### config.mk
export PLATFORM = sky130hd
export DESIGN_NAME = orc_top
export DESIGN_NICKNAME = d
export VERILOG_FILES = /design/src/rtl/orc_pkg.sv /design/src/rtl/orc_top.sv
export SDC_FILE = /design/constraint.sdc
export NUM_CORES = 1
export LEC_CHECK = 0
export BUFFER_PORTS_ARGS = -buffer_cell sky130_fd_sc_hd__buf_2
export CAP_MARGIN = 20
export CORE_MARGIN = 3
export CORE_UTILIZATION = 55
export DETAILED_ROUTE_END_ITERATION = 10
export PLACE_DENSITY = 0.83
export SYNTH_ARGS = -nofsm -noshare
export SYNTH_HDL_FRONTEND = slang
export SYNTH_SLANG_ARGS = --single-unit
### constraint.sdc
create_clock -name clock -period 5.76 [get_ports clock]
set_clock_uncertainty 0.05 [all_clocks]
set_input_delay 1.44 -clock clock [delete_from_list [all_inputs] [get_ports clock]]
set_output_delay 1.44 -clock clock [all_outputs]
set_load 0.01 [all_outputs]
### src/rtl/orc_pkg.sv
/*
 * Shared constants and types for the over-range flag and clock-out block.
 * Assumes a 32-bit classic Wishbone master and a 100 MHz system clock.
 */
package orc_pkg;

    // ****************************************
    // Register byte offsets
    // ****************************************
    localparam logic [7:0] ADDR_CTRL = 8'h00;
    localparam logic [7:0] ADDR_THRESH = 8'h04;
    localparam logic [7:0] ADDR_MIN_PULSE = 8'h08;
    localparam logic [7:0] ADDR_STATE = 8'h0c;
    localparam logic [7:0] ADDR_INT_STATUS = 8'h10;
    localparam logic [7:0] ADDR_INT_MASK = 8'h14;

    // ****************************************
    // Field positions and reset values
    // ****************************************
    localparam int CTRL_OVERRIDE_BIT = 0;
    localparam int CTRL_SEL_LSB = 1;
    localparam int CTRL_DISABLE_BIT = 3;
    localparam logic [3:0] CTRL_RESET = 4'h0;
    localparam logic [15:0] THRESH_RESET = 16'h0000;
    localparam logic [15:0] MIN_PULSE_RESET = 16'h0001;
    localparam logic [2:0] INT_MASK_RESET = 3'h0;

    // Clock-select codes
    localparam logic [1:0] SEL_FLAG = 2'h0;
    localparam logic [1:0] SEL_DIV1 = 2'h1;
    localparam logic [1:0] SEL_DIV2 = 2'h2;
    localparam logic [1:0] SEL_DIV4 = 2'h3;

    // Wishbone request from the master
    typedef struct packed {
        logic cyc;
        logic stb;
        logic we;
        logic [7:0] adr;
        logic [3:0] sel;
        logic [31:0] dat;
    } orc_wb_req_t;

    // Wishbone answer to the master
    typedef struct packed {
        logic ack;
        logic [31:0] dat;
    } orc_wb_rsp_t;

endpackage

### src/rtl/orc_top.sv
/*
 * Fast over-range flags for channels A to C and the channel C pin mux
 * that can carry the reference clock, undivided or divided, instead.
 * Assumes sample magnitudes and the reference clock level are synchronous
 * to clock, and that straps are stable when rst is released.
 */
// Notes on behaviour
// [RL1] Flag A high when A exceeds threshold
// [RL2] Flag B only on two/four channel parts
// [RL3] Each flag held for minimum pulse count
// [RL4] Flag C only on four channel part
// [RL5] Pin C carries clock when selected, synth on
// [RL6] Code zero or disabled gives flag C
// [RL7] Codes 1/2/3 give ref, ref/2, ref/4
// [RL8] System holds synth on, power-down low, straps
// [RL9] Release only after return and minimum elapsed

// ****************************************
// One channel's flag with minimum pulse
// ****************************************
module orc_chan #(
    parameter int SAMPLE_W = 9,
    parameter int COUNT_W = 16
) (
    // Clock and reset
    input wire logic clock,
    input wire logic rst,
    // Detection inputs
    input wire logic present,
    input wire logic [SAMPLE_W-1:0] sample,
    input wire logic [SAMPLE_W-1:0] threshold,
    input wire logic [COUNT_W-1:0] min_count,
    // Flag
    output logic flag
);
    logic flag_ff;
    logic [COUNT_W-1:0] cnt_ff;
    wire over = present && (sample > threshold); // [RL1] [RL2] [RL4]
    wire rise = over && !flag_ff;
    wire hold = flag_ff && (cnt_ff > {{(COUNT_W-1){1'b0}}, 1'b1});
    wire nxt_flag = over || hold; // [RL3] [RL9]
    wire [COUNT_W-1:0] nxt_cnt = rise ? min_count :
                                 (flag_ff && cnt_ff != '0) ? cnt_ff - 1'b1 : cnt_ff;

    // Count reloads only at assertion, so the pulse is timed from its start
    always_ff @(posedge clock or posedge rst)
    begin
        if (rst)
        begin
            flag_ff <= 1'b0;
            cnt_ff <= '0;
        end
        else
        begin
            flag_ff <= nxt_flag;
            cnt_ff <= nxt_cnt;
        end
    end

    assign flag = flag_ff;
endmodule

// ****************************************
// Top level with Wishbone registers
// ****************************************
module orc_top #(
    parameter int NUM_CHANNELS = 4,
    parameter int SAMPLE_W = 9
) (
    // Clock and reset
    input wire logic clock,
    input wire logic rst,
    // Wishbone slave
    input wire orc_pkg::orc_wb_req_t wb_req,
    output orc_pkg::orc_wb_rsp_t wb_rsp,
    // Channel sample magnitudes
    input wire logic [SAMPLE_W-1:0] sample_a,
    input wire logic [SAMPLE_W-1:0] sample_b,
    input wire logic [SAMPLE_W-1:0] sample_c,
    // Clocking pins
    input wire logic [1:0] clock_out_select_straps,
    input wire logic synth_enable,
    input wire logic power_down_input,
    input wire logic reference_clock_out,
    // Outputs
    output logic overrange_flag_a,
    output logic overrange_flag_b,
    output logic overrange_c_clock_pin,
    output logic irq
);
    // ****************************************
    // Registers
    // ****************************************
    logic [3:0] ctrl_ff;
    logic [15:0] thresh_ff;
    logic [15:0] min_pulse_ff;
    logic [2:0] int_status_ff;
    logic [2:0] int_mask_ff;
    logic ack_ff;
    logic [31:0] rdat_ff;
    logic [1:0] strap_ff;
    logic strap_taken_ff;
    logic [2:0] flag_q_ff;
    logic ref_q_ff;
    logic div2_ff;
    logic [1:0] div4_ff;
    logic pin_ff;

    // Bus decode; writes land at the edge where ack is seen
    wire req = wb_req.cyc && wb_req.stb;
    wire wr = req && wb_req.we && ack_ff;
    wire lane0 = wb_req.sel[0];
    wire lane1 = wb_req.sel[1];
    wire hit_ctrl = wb_req.adr == orc_pkg::ADDR_CTRL;
    wire hit_thresh = wb_req.adr == orc_pkg::ADDR_THRESH;
    wire hit_min = wb_req.adr == orc_pkg::ADDR_MIN_PULSE;
    wire hit_state = wb_req.adr == orc_pkg::ADDR_STATE;
    wire hit_ist = wb_req.adr == orc_pkg::ADDR_INT_STATUS;
    wire hit_imask = wb_req.adr == orc_pkg::ADDR_INT_MASK;

    // Write strobes per register and lane, so the flop blocks stay short
    wire wr_ctrl = wr && hit_ctrl && lane0;
    wire wr_thresh_lo = wr && hit_thresh && lane0;
    wire wr_thresh_hi = wr && hit_thresh && lane1;
    wire wr_min_lo = wr && hit_min && lane0;
    wire wr_min_hi = wr && hit_min && lane1;
    wire wr_imask = wr && hit_imask && lane0;
    wire wr_ist = wr && hit_ist && lane0;

    // ****************************************
    // Flag channels
    // ****************************************
    logic [2:0] flags;
    wire [2:0] present = {NUM_CHANNELS >= 4, NUM_CHANNELS >= 2, 1'b1};
    wire [SAMPLE_W-1:0] samples [3];
    assign samples[0] = sample_a;
    assign samples[1] = sample_b;
    assign samples[2] = sample_c;

    // Same detector per channel; absent channels stay low
    genvar gi;
    generate
        for (gi = 0; gi < 3; gi++)
        begin : g_chan
            orc_chan #(.SAMPLE_W(SAMPLE_W), .COUNT_W(16)) u_chan (
                .clock(clock),
                .rst(rst),
                .present(present[gi]),
                .sample(samples[gi]),
                .threshold(thresh_ff[SAMPLE_W-1:0]),
                .min_count(min_pulse_ff),
                .flag(flags[gi])
            );
        end
    endgenerate

    // ****************************************
    // Clock-select and pin mux
    // ****************************************
    wire [1:0] ctrl_sel = ctrl_ff[orc_pkg::CTRL_SEL_LSB +: 2];
    wire [1:0] code = ctrl_ff[orc_pkg::CTRL_OVERRIDE_BIT] ? ctrl_sel : strap_ff;
    // Clock needs synth on, power-down low and no software disable
    wire clk_on = (code != orc_pkg::SEL_FLAG) && synth_enable && !power_down_input &&
                  !ctrl_ff[orc_pkg::CTRL_DISABLE_BIT]; // [RL5] [RL6] [RL8]
    wire ref_rise = reference_clock_out && !ref_q_ff;
    wire clk_level = (code == orc_pkg::SEL_DIV1) ? ref_q_ff :
                     (code == orc_pkg::SEL_DIV2) ? div2_ff : div4_ff[1]; // [RL7]
    wire nxt_pin = clk_on ? clk_level : flags[2]; // [RL5] [RL6]

    // Interrupt events: a flag rising; set beats a same-cycle clear
    wire [2:0] ev = flags & ~flag_q_ff;
    wire [2:0] clr = wr_ist ? wb_req.dat[2:0] : 3'h0;
    wire [2:0] nxt_int_status = (int_status_ff & ~clr) | ev;

    // Read mux
    wire [31:0] state_word = {26'h0, strap_ff, clk_on, flags};
    wire [31:0] nxt_rdat = hit_ctrl ? {28'h0, ctrl_ff} :
                           hit_thresh ? {16'h0, thresh_ff} :
                           hit_min ? {16'h0, min_pulse_ff} :
                           hit_state ? state_word :
                           hit_ist ? {29'h0, int_status_ff} :
                           hit_imask ? {29'h0, int_mask_ff} : 32'h0;

    // Straps caught once, right after reset release
    always_ff @(posedge clock or posedge rst)
    begin
        if (rst)
        begin
            strap_ff <= 2'h0;
            strap_taken_ff <= 1'b0;
        end
        else if (!strap_taken_ff)
        begin
            strap_ff <= clock_out_select_straps;
            strap_taken_ff <= 1'b1;
        end
    end

    // Reference sampled; divided clocks toggle on its rising edges
    always_ff @(posedge clock or posedge rst)
    begin
        if (rst)
        begin
            ref_q_ff <= 1'b0;
            div2_ff <= 1'b0;
            div4_ff <= 2'h0;
            pin_ff <= 1'b0;
        end
        else
        begin
            ref_q_ff <= reference_clock_out;
            div2_ff <= div2_ff ^ ref_rise;
            div4_ff <= div4_ff + {1'b0, ref_rise};
            pin_ff <= nxt_pin;
        end
    end

    // Flag history; a rise is seen in the first cycle the flag is high, while this copy is still low
    always_ff @(posedge clock or posedge rst)
    begin
        if (rst)
            flag_q_ff <= 3'h0;
        else
            flag_q_ff <= flags;
    end

    // Wishbone slave with one wait state; unmapped reads give zero
    always_ff @(posedge clock or posedge rst)
    begin
        if (rst)
        begin
            ack_ff <= 1'b0;
            rdat_ff <= 32'h0;
        end
        else
        begin
            ack_ff <= req && !ack_ff;
            rdat_ff <= nxt_rdat;
        end
    end

    // ****************************************
    // Software registers, byte lanes honoured
    // ****************************************

    // Control: strap override, clock code and clock disable
    always_ff @(posedge clock or posedge rst)
    begin
        if (rst)
            ctrl_ff <= orc_pkg::CTRL_RESET;
        else if (wr_ctrl)
            ctrl_ff <= wb_req.dat[3:0];
    end

    // Threshold; only the low SAMPLE_W bits reach the detectors
    always_ff @(posedge clock or posedge rst)
    begin
        if (rst)
            thresh_ff <= orc_pkg::THRESH_RESET;
        else
        begin
            if (wr_thresh_lo)
                thresh_ff[7:0] <= wb_req.dat[7:0];
            if (wr_thresh_hi)
                thresh_ff[15:8] <= wb_req.dat[15:8];
        end
    end

    // Minimum pulse; a new value takes effect at the next flag rise
    always_ff @(posedge clock or posedge rst)
    begin
        if (rst)
            min_pulse_ff <= orc_pkg::MIN_PULSE_RESET;
        else
        begin
            if (wr_min_lo)
                min_pulse_ff[7:0] <= wb_req.dat[7:0];
            if (wr_min_hi)
                min_pulse_ff[15:8] <= wb_req.dat[15:8];
        end
    end

    // Interrupt mask
    always_ff @(posedge clock or posedge rst)
    begin
        if (rst)
            int_mask_ff <= orc_pkg::INT_MASK_RESET;
        else if (wr_imask)
            int_mask_ff <= wb_req.dat[2:0];
    end

    // Interrupt status; an event beats a clear in the same cycle
    always_ff @(posedge clock or posedge rst)
    begin
        if (rst)
            int_status_ff <= 3'h0;
        else
            int_status_ff <= nxt_int_status;
    end

    // Outputs
    assign wb_rsp.ack = ack_ff;
    assign wb_rsp.dat = rdat_ff;
    assign overrange_flag_a = flags[0];
    assign overrange_flag_b = flags[1];
    assign overrange_c_clock_pin = pin_ff;
    assign irq = |(int_status_ff & int_mask_ff);
endmodule

After elaboration in Yosys (flattened, before gate mapping)
Cells that the tools add are included.

Flip-flop bits (word level): 121. Bits of input ports: 81. Logic and storage cells: 111.

Add/sub/neg operators: 4. Order comparisons: 6. Equality and inequality tests: 7. Mux-type cells: 17. Bitwise gates (word level): 7. Reductions and logical operators: 48.

Operators by type and width (count): $mux W16 (9); $gt A16 B1 Y1 const B (3); $reduce_bool A16 Y1 (3); $sub A16 B1 Y16 const B (3); $logic_and A1 B1 Y1 (29); $gt A9 B9 Y1 (3); $eq A8 B4 Y1 const B (2); $eq A8 B5 Y1 const B (2); $and A3 B3 Y3 (3); $mux W3 (3); $eq A8 B3 Y1 const B (1); $logic_not A8 Y1 (1); $reduce_bool A2 Y1 (4); $logic_not A1 Y1 (7); $mux W6 (1); $not A3 Y3 (2); $logic_or A1 B1 Y1 (3); $mux W1 (3); $or A3 B3 Y3 (1); $reduce_or A3 Y1 (1); $add A2 B1 Y2 (1); $eq A2 B1 Y1 const B (1); $eq A2 B2 Y1 const B (1); $mux W2 (1); $xor A1 B1 Y1 (1).

Logic depth before layout (Yosys ltp)
Gate-level depths: netlist of the first run.

Depth in word-level cells: 9. Gate-level depth with buffers: 9. Mapped depth without buffers: 7.

By module
Synthesis of the first run repeated with hierarchy kept, for this count alone.

Cell total of the unflattened synthesis: 648. Area total of the unflattened synthesis: 6972.9 um^2.

By module, submodules not included: orc_chan (times used 3, cells an instance 139, area each 1293.7 um^2); orc_top (times used 1, cells an instance 231, area each 3091.7 um^2).

Least setup slack after synthesis of the first run
No wires, ideal clock.

Path kind: input to register. Start: input port sample_a[6]. End: register g_chan[0].u_chan.cnt_ff[8]. Library setup time: 0.079 ns. Arrival time: 3.243 ns. Required time: 5.631 ns. Slack: 2.388 ns. Stages: 8. Buffers on the path: 2. Path through: ha_1 -> nand4_1 -> or3_1 -> o211ai_1 -> and2_1 -> clkbuf_1 -> clkbuf_1 -> mux2i_1.

Word-level cells in the longest chain between the ends: 3. Elaborated cells on any way between the ends: 4. Classes of those cells: order compare: 1; mux: 1; reduce/logical: 2.

Ends and longest elaborated chain: from (decl) (line orc_top.sv:77) `input wire logic [SAMPLE_W-1:0] sample_a,`; $gt A9 B9 Y1 * (line orc_top.sv:38) `wire over = present && (sample > threshold);`; $logic_and A1 B1 Y1 * (line orc_top.sv:39) `wire rise = over && !flag_ff;`; $mux W16 or $reduce_bool A2 Y1 (tied branches); to (signal assigned) (line orc_top.sv:56) `cnt_ff <= nxt_cnt;`; to (decl) (line orc_top.sv:37) `logic [COUNT_W-1:0] cnt_ff;`.

Mark *: on every way between the ends. The rest lies on a longest branch, timed or not. A chain may end at the register's enable or synchronous reset.

Worst setup path in the final report of the first run
Start: input port wb_req[37] (netlist name). End: register thresh_ff[13].

Word-level cells in the longest chain between the ends: 3.

Ends and longest elaborated chain: from (decl) (line orc_top.sv:74) `input wire orc_pkg::orc_wb_req_t wb_req,`; $eq A8 B3 Y1 (line orc_top.sv:115) `wire hit_thresh = wb_req.adr == orc_pkg::ADDR_THRESH;`; $logic_and A1 B1 Y1 (2 in series) (line orc_top.sv:124) `wire wr_thresh_hi = wr && hit_thresh && lane1;`; to (signal assigned) (line orc_top.sv:259) `thresh_ff <= orc_pkg::THRESH_RESET;`; to (signal assigned) (line orc_top.sv:265) `thresh_ff[15:8] <= wb_req.dat[15:8];`; to (decl) (line orc_top.sv:95) `logic [15:0] thresh_ff;`.

No other way between the ends.

==> results of run 1 <==
cell usage after synthesis, drive strengths merged, types with 4 or more instances:
library cell and count:
a211o 15, o41ai 5, a22o 12, a222oi 4, and2 6, a21oi 34, clkbuf 16, a22oi 4
mux2i 4, a31oi 4, o211ai 14, nor2 37, mux2 42, or4 9, a221o 13, and3 5
or2 4, o221ai 6, o21ai 22, nand3 14, nand2b 5, nand4 12, nand2 41, nor3 20
inv 40, ha 37, and4 5, o31ai 9, nor4 14, buf 27, nor4b 5, a221oi 5
xnor2 7, dfrtp 120, or3 7
path summary, 6_finish.rpt:
check                                           startpoint                         end  slack [ns]  cells after the start
worst max-delay path                            wb_req[37]               thresh_ff[13]        2.09                      5
min in group asynchronous                              rst                thresh_ff[7]        0.85                      2
worst min register to register                flag_q_ff[0]            int_status_ff[0]        0.36                      1
worst min-delay path                          flag_q_ff[0]            int_status_ff[0]        0.36                      1
max in group asynchronous                              rst             min_pulse_ff[0]        3.66                      4
worst max register to register  g_chan[2].u_chan.cnt_ff[0]  g_chan[2].u_chan.cnt_ff[9]        2.83                      7
flip-flops by register name, summed over array words and instances (netlist names):
signal / flops
min_pulse_ff: 16
div2_ff: 1
thresh_ff: 16
flag_q_ff: 3
ctrl_ff: 4
g_chan.u_chan.cnt_ff: 48
int_status_ff: 3
div4_ff: 2
strap_ff: 2
strap_taken_ff: 1
g_chan.u_chan.flag: 3
rdat_ff: 16
ack_ff: 1
int_mask_ff: 3
overrange_c_clock_pin: 1
ref_q_ff: 1
final cells by class:
class                           instances  area [um2]
Clock buffer                           17         425
Clock inverter                         15         149
Fill cell                             892        4130
Inverter                               40         153
Multi-Input combinational cell        477        3470
Sequential cell                       121        3030
Tap cell                              168         210
Timing Repair Buffer                   92         503
worst reg2reg max path, delay by kind of cell (launching register included):
| kind | cells | cell delay [ns] |
|---|---|---|
| buffers and inverters | 1 | 0.16 |
| AND/OR/NAND/NOR | 3 | 0.86 |
| flip-flops | 1 | 0.41 |
| adder cells (fa/ha/maj) | 1 | 0.19 |
| AO/OA/AOI/OAI | 2 | 1.13 |
power breakdown:
group	internal, W	switching (W)	leakage, nW	total (W)
registers	0.000923	0.0000867	1.50	0.00101
clock network	0.000575	0.000445	0.278	0.00102
logic	0.000167	0.000203	1.90	0.000370
stage by stage:
step / instances / power [W] / hold slack [ns]
2_1_floorplan: 681 / 0.00128 / 0.302
3_3_place_gp: 897 / 0.00136 / 0.355
3_5_place_dp: 897 / 0.00138 / 0.361
4_1_cts: 929 / 0.00241 / 0.366
5_1_grt: 930 / 0.00252 / 0.373
6_report: 930 / 0.00240 / 0.364
cell families after synthesis:
kind of cell / count (synthesis)
AOI/OAI and AO/OA: 172
adders and majority gates: 37
DFF: 121
buffers and inverters: 83
and+or+nand+nor: 195
muxes: 46
other: 2
xor gates and xnor gates: 10
routing by layer:
metal | track usage, % | wire length [um]
met1 | 33.7 | 7080
met2 | 43.7 | 8950
met3 | 5.43 | 1340
met4 | 13.0 | 754
met5 | 0 | 0
==> run_results.csv, run 1 <==
group,metric,value,unit
synth,synth.area.top_cells,"dfrtp_1 44%, mux2_2 6.9%, ha_1 6.8%",
cts,post_cts_resize_count,0,
floorplan,rows,40,
cts,cts_tree,"built",
synth,yosys.area_share.xor_xnor,1.28,%
floorplan,die-area,13800,um2
grt,grt_max_degree,84,
place,port_buffers,83,
timing,rsz0062_at_grt,"false",
grt,grt_pass1_vias,5929,
floorplan,chipHeight,117,um
detailed_routing,dr.first_iter.drc_count,724,
synth,ys_ff_latch,121,
cts,clock_path_buffers,2,
cts,holdBufCountCts,0,
timing,finalHoldViolCount,0,
worst_setup_path,path_cells,"buf_2, nor4b_1, and2_1, nand3_1, mux2_2",
synth,synth_top_family_by_area,"compound AO/OA/AOI/OAI gates",
cts,cts_made_buffers,17,
detailed_routing,wire_per_inst,19.5,um
worst_setup_path,crit_family,"simple AND/OR/NAND/NOR gates",
cts,cts.sinks,121,
detailed_routing,via_count,5925,
finish,final_common_cell,"dfrtp_1",
synth,synthFlopType,"dfrtp_1",
worst_setup_path,path_buf_inv,1,
synth,avgSynthCellArea,10.3,um2
detailed_routing,drc_errors,0,
timing,setup_viol,0,
timing,setup_ws,2.09,ns
worst_setup_path,critPathSlowestCell,"nor4b_1",
power,ir_worst_vdd,0.265,mV
synth,synth_compound_area_share,18.9,%
synth,yosysSeqAreaShare,44.3,%
worst_setup_path,crit_fanout,18,
synth,synth.distinct_cells,65,
grt,overflow,0,
timing,max_freq,272,MHz
cts,post_cts_buffers,0,
worst_setup_path,worst-setup-path-type,"input port to flop",
cts,cts_root_buf,"clkbuf_16",
finish,diodes,0,
timing,finalCritPeriodShare,63.7,%
finish,utilization,65.8,%
synth,synth_top_cell_by_area,"dfrtp_1",
grt,grt_first_pass_wirelength,29800,um
synth,synthCells,666,
worst_setup_path,cp_slowest_stage_delay,0.72,ns
synth,synth_mux_area_share,7.51,%
place,hpwl,12800,um
place,gp_congestion,0.978,
timing,fin_tns_setup,0,ns
cts,clkLatencyLatePin,0.42,ns
grt,grt_use_total,26.6,%
detailed_routing,postRouteAntennaNets,0,
synth,synth_edf_count,0,
synth,yosys_warnings,0,
detailed_routing,first_pass_iters,6,
synth,synth_top_area_share,43.9,%
synth,syn_area,6830,um2
finish,area_delta_synth_final,16.1,%
detailed_routing,postRouteWirelength,18100,um
grt,antenna_found_initial,0,
detailed_routing,viasPerCell,6.37,
power,p_leak,3.67,nW
floorplan,core_area,12100,um2
place,dp_slack,1.73,ns
synth,synthSimpleGateAreaFrac,15.3,%
synth,postSynth.asyncResetShare,100,%
cts,clk_pin_slew_worst_paths,0.06,ns
finish,final_cell_mix,"120 x dfrtp_1, 83 x buf_2, 42 x mux2_2",
floorplan,die_w,117,um
run_status,status,"finished, final reports clean",
finish,fin_area,7940,um2
finish,layout-drive-gt1-share,23.9,%
worst_setup_path,cp.required,6.01,ns
timing,slew_violations,0,
timing,max_slew_margin,33.6,%
power,power_density,303,nW/um2
worst_setup_path,crit_arrival,3.92,ns
synth,synthAdderAreaFrac,6.78,%
floorplan,ios,118,
cts,cts_max_level,4,
finish,final_nets,867,
timing,tightest_slew,0.985,ns
timing,fin_crit,3.67,ns
hold_path,hold_path_class,"flop to flop",
place,placed_cell_area,7330,um2
floorplan,start_util,56.6,%
worst_setup_path,worstSetupStartpointType,"input port",
job,cap_viol_max_count,0,
worst_setup_path,end_kind,"flop",
Note: power is estimated with default switching activity, not from simulation.
==> inputs of run 2 (changes only) <==
Settings changed: CORE_UTILIZATION 55 to 51, PLACE_DENSITY 0.83 to 0.82.
Clock period 5.76 ns to 3.1 ns, I/O delays scaled along.
==> run 2 against run 1 <==
- clock power grew 98%
- register-to-register slack got worse by 2.4 ns
- die area rose by 7.4%
- sequential power grew 86%
- first-iteration DRC count rose by 3.5%
- power grew 92%
- largest power group unchanged
==> run_results.csv, run 2 (same netlist as run 1, synthesis figures left out) <==
group,metric,value,unit
worst_setup_path,crit_arrival,2.93,ns
detailed_routing,first_pass_iters,6,
power,intPower,0.00335,W
floorplan,chipHeight,122,um
cts,post_cts_buffers,0,
floorplan,start_util,53.1,%
job,cap_viol_max_count,0,
hold_path,holdPathStages,1,
power,p_clk_share,43.8,%
power,power_density,571,nW/um2
power,power_frac_comb,15.5,%
timing,max_slew_margin,52.4,%
cts,cts_tree,"built",
finish,diodes,0,
timing,max_freq,373,MHz
floorplan,die-area,14800,um2
cts,clk_pin_slew_worst_paths,0.06,ns
grt,grt_pass1_vias,6056,
timing,rsz0062_at_grt,"false",
place,post-place-cells,918,
grt,busiest_layer,"met2",
detailed_routing,postRouteWirelength,18400,um
hold_path,hold_path_class,"flop to flop",
worst_setup_path,startpoint,"thresh_ff[3]",
detailed_routing,postRouteAntennaNets,0,
detailed_routing,viasPerCell,6.29,
timing,finalCritPeriodShare,86.4,%
finish,fin_area,8090,um2
power,p_switching,0.00126,W
power,switching_share,27.3,%
cts,cts_max_level,4,
grt,use_met2,43.1,%
detailed_routing,via_count,5978,
power,p_leak,3.75,nW
timing,finalHoldViolCount,0,
worst_setup_path,worstSetupStartpointType,"flop",
finish,stdcell_count,950,
place,placed_cell_area,7480,um2
timing,fin_crit,2.68,ns
worst_setup_path,r2r_cells,8,
place,hpwl,13100,um
finish,final_cell_mix,"120 x dfrtp_1, 83 x buf_2, 42 x mux2_2",
finish,layout-drive-gt1-share,25.1,%
worst_setup_path,cp.required,3.35,ns
worst_setup_path,end_kind,"flop",
cts,clock_path_buffers,2,
detailed_routing,drc_errors,0,
hold_path,hp-start,"flag_q_ff[0]",
grt,use_met3,5.57,%
power,ir_worst_vdd,0.413,mV
finish,final_common_cell,"dfrtp_1",
place,port_buffers,83,
run_status,status,"finished, final reports clean",
timing,setup_viol,0,
grt,grt_util_met1,32.6,%
timing,tightest_slew,0.708,ns
grt,grt_max_degree,122,
cts,holdBufCountCts,0,
finish,final_nets,883,
power,power.total,0.00462,W
worst_setup_path,r2r_start,"thresh_ff[3]",
worst_setup_path,crit_fanout,15,
timing,slew_violations,0,
finish,largest_register_ffs,48,
floorplan,rows,41,
cts,cts_root_buf,"clkbuf_16",
cts,clkLatencyLatePin,0.42,ns
timing,hold_ws,0.379,ns
floorplan,die_w,122,um
grt,overflow,0,
cts,cts.sinks,121,
cts,post_cts_resize_count,0,
timing,fin_tns_setup,0,ns
worst_setup_path,worst-setup-path-type,"flop to flop",
finish,area_delta_synth_final,18.4,%
cts,cts_made_buffers,17,
power,seqPwrFrac,40.6,%
floorplan,core_area,12900,um2
grt,grt_first_pass_wirelength,30100,um
grt,grt_use_total,25.9,%
detailed_routing,dr.first_iter.drc_count,749,
detailed_routing,wire_per_inst,19.3,um
place,gp_congestion,0.933,
grt,antenna_found_initial,0,
finish,top_register,"g_chan.u_chan.cnt_ff",
floorplan,ios,118,
[run 2: cell count changes in the layout (fill, tap and decap cells not counted), sizes merged]
| cell | delta |
|---|---|
| inv | -10 |
| clkinvlp | +2 |
| clkbuf | +5 |
| bufinv | +3 |
| buf | +16 |
[run 2: power groups by stage]
stage / Combinational (W) / Sequential, W / Clock (W)
2_1_floorplan: 0.000532 / 0.00185 / 0
3_3_place_gp: 0.000676 / 0.00188 / 0
3_5_place_dp: 0.000705 / 0.00189 / 0
4_1_cts: 0.000711 / 0.00187 / 0.00204
5_1_grt: 0.000806 / 0.00189 / 0.00212
6_report: 0.000718 / 0.00188 / 0.00202
[run 2: metrics by stage]
stage / worst slack (ns) / utilization [%]
2_1_floorplan: 0.393 / -
3_3_place_gp: 0.125 / 58.1
3_5_place_dp: 0.136 / 58.1
4_1_cts: 0.468 / 62.8
5_1_grt: 0.301 / 62.8
6_report: 0.423 / 62.8
[run 2: cell type report]
type	count	area, um2
fill	1012	4790
multi-input combinational	477	3470
sequential	121	3030
timing repair buffer	108	616
clock buffer	22	464
tap	172	215
inverter	40	154
clock inverter	10	144
[run 2: worst paths after layout]
path	to	slack (ns)
min in group asynchronous	g_chan[0].u_chan.flag	0.47
worst min-delay path	int_status_ff[0]	0.38
worst max-delay path	g_chan[1].u_chan.cnt_ff[13]	0.42
worst max register to register	g_chan[1].u_chan.cnt_ff[13]	0.42
max in group asynchronous	rdat_ff[1]	2.02
worst min register to register	int_status_ff[0]	0.38
[run 2: worst max-delay path, cell delays in order, from the launching register on]
cell	delay (ns)
dfrtp_1	0.39
inv_1	0.10
ha_1	0.32
a41oi_1	0.18
o21ai_0	0.14
a211oi_1	0.40
buf_4	0.29
or2_2	0.30
mux2_2	0.38
[run 2: metal layers]
metal	wire (um)	vias to the layer above
li1	-	2690
met1	7280	2916
met2	9140	316
met3	1430	56
met4	521	0
met5	0	-
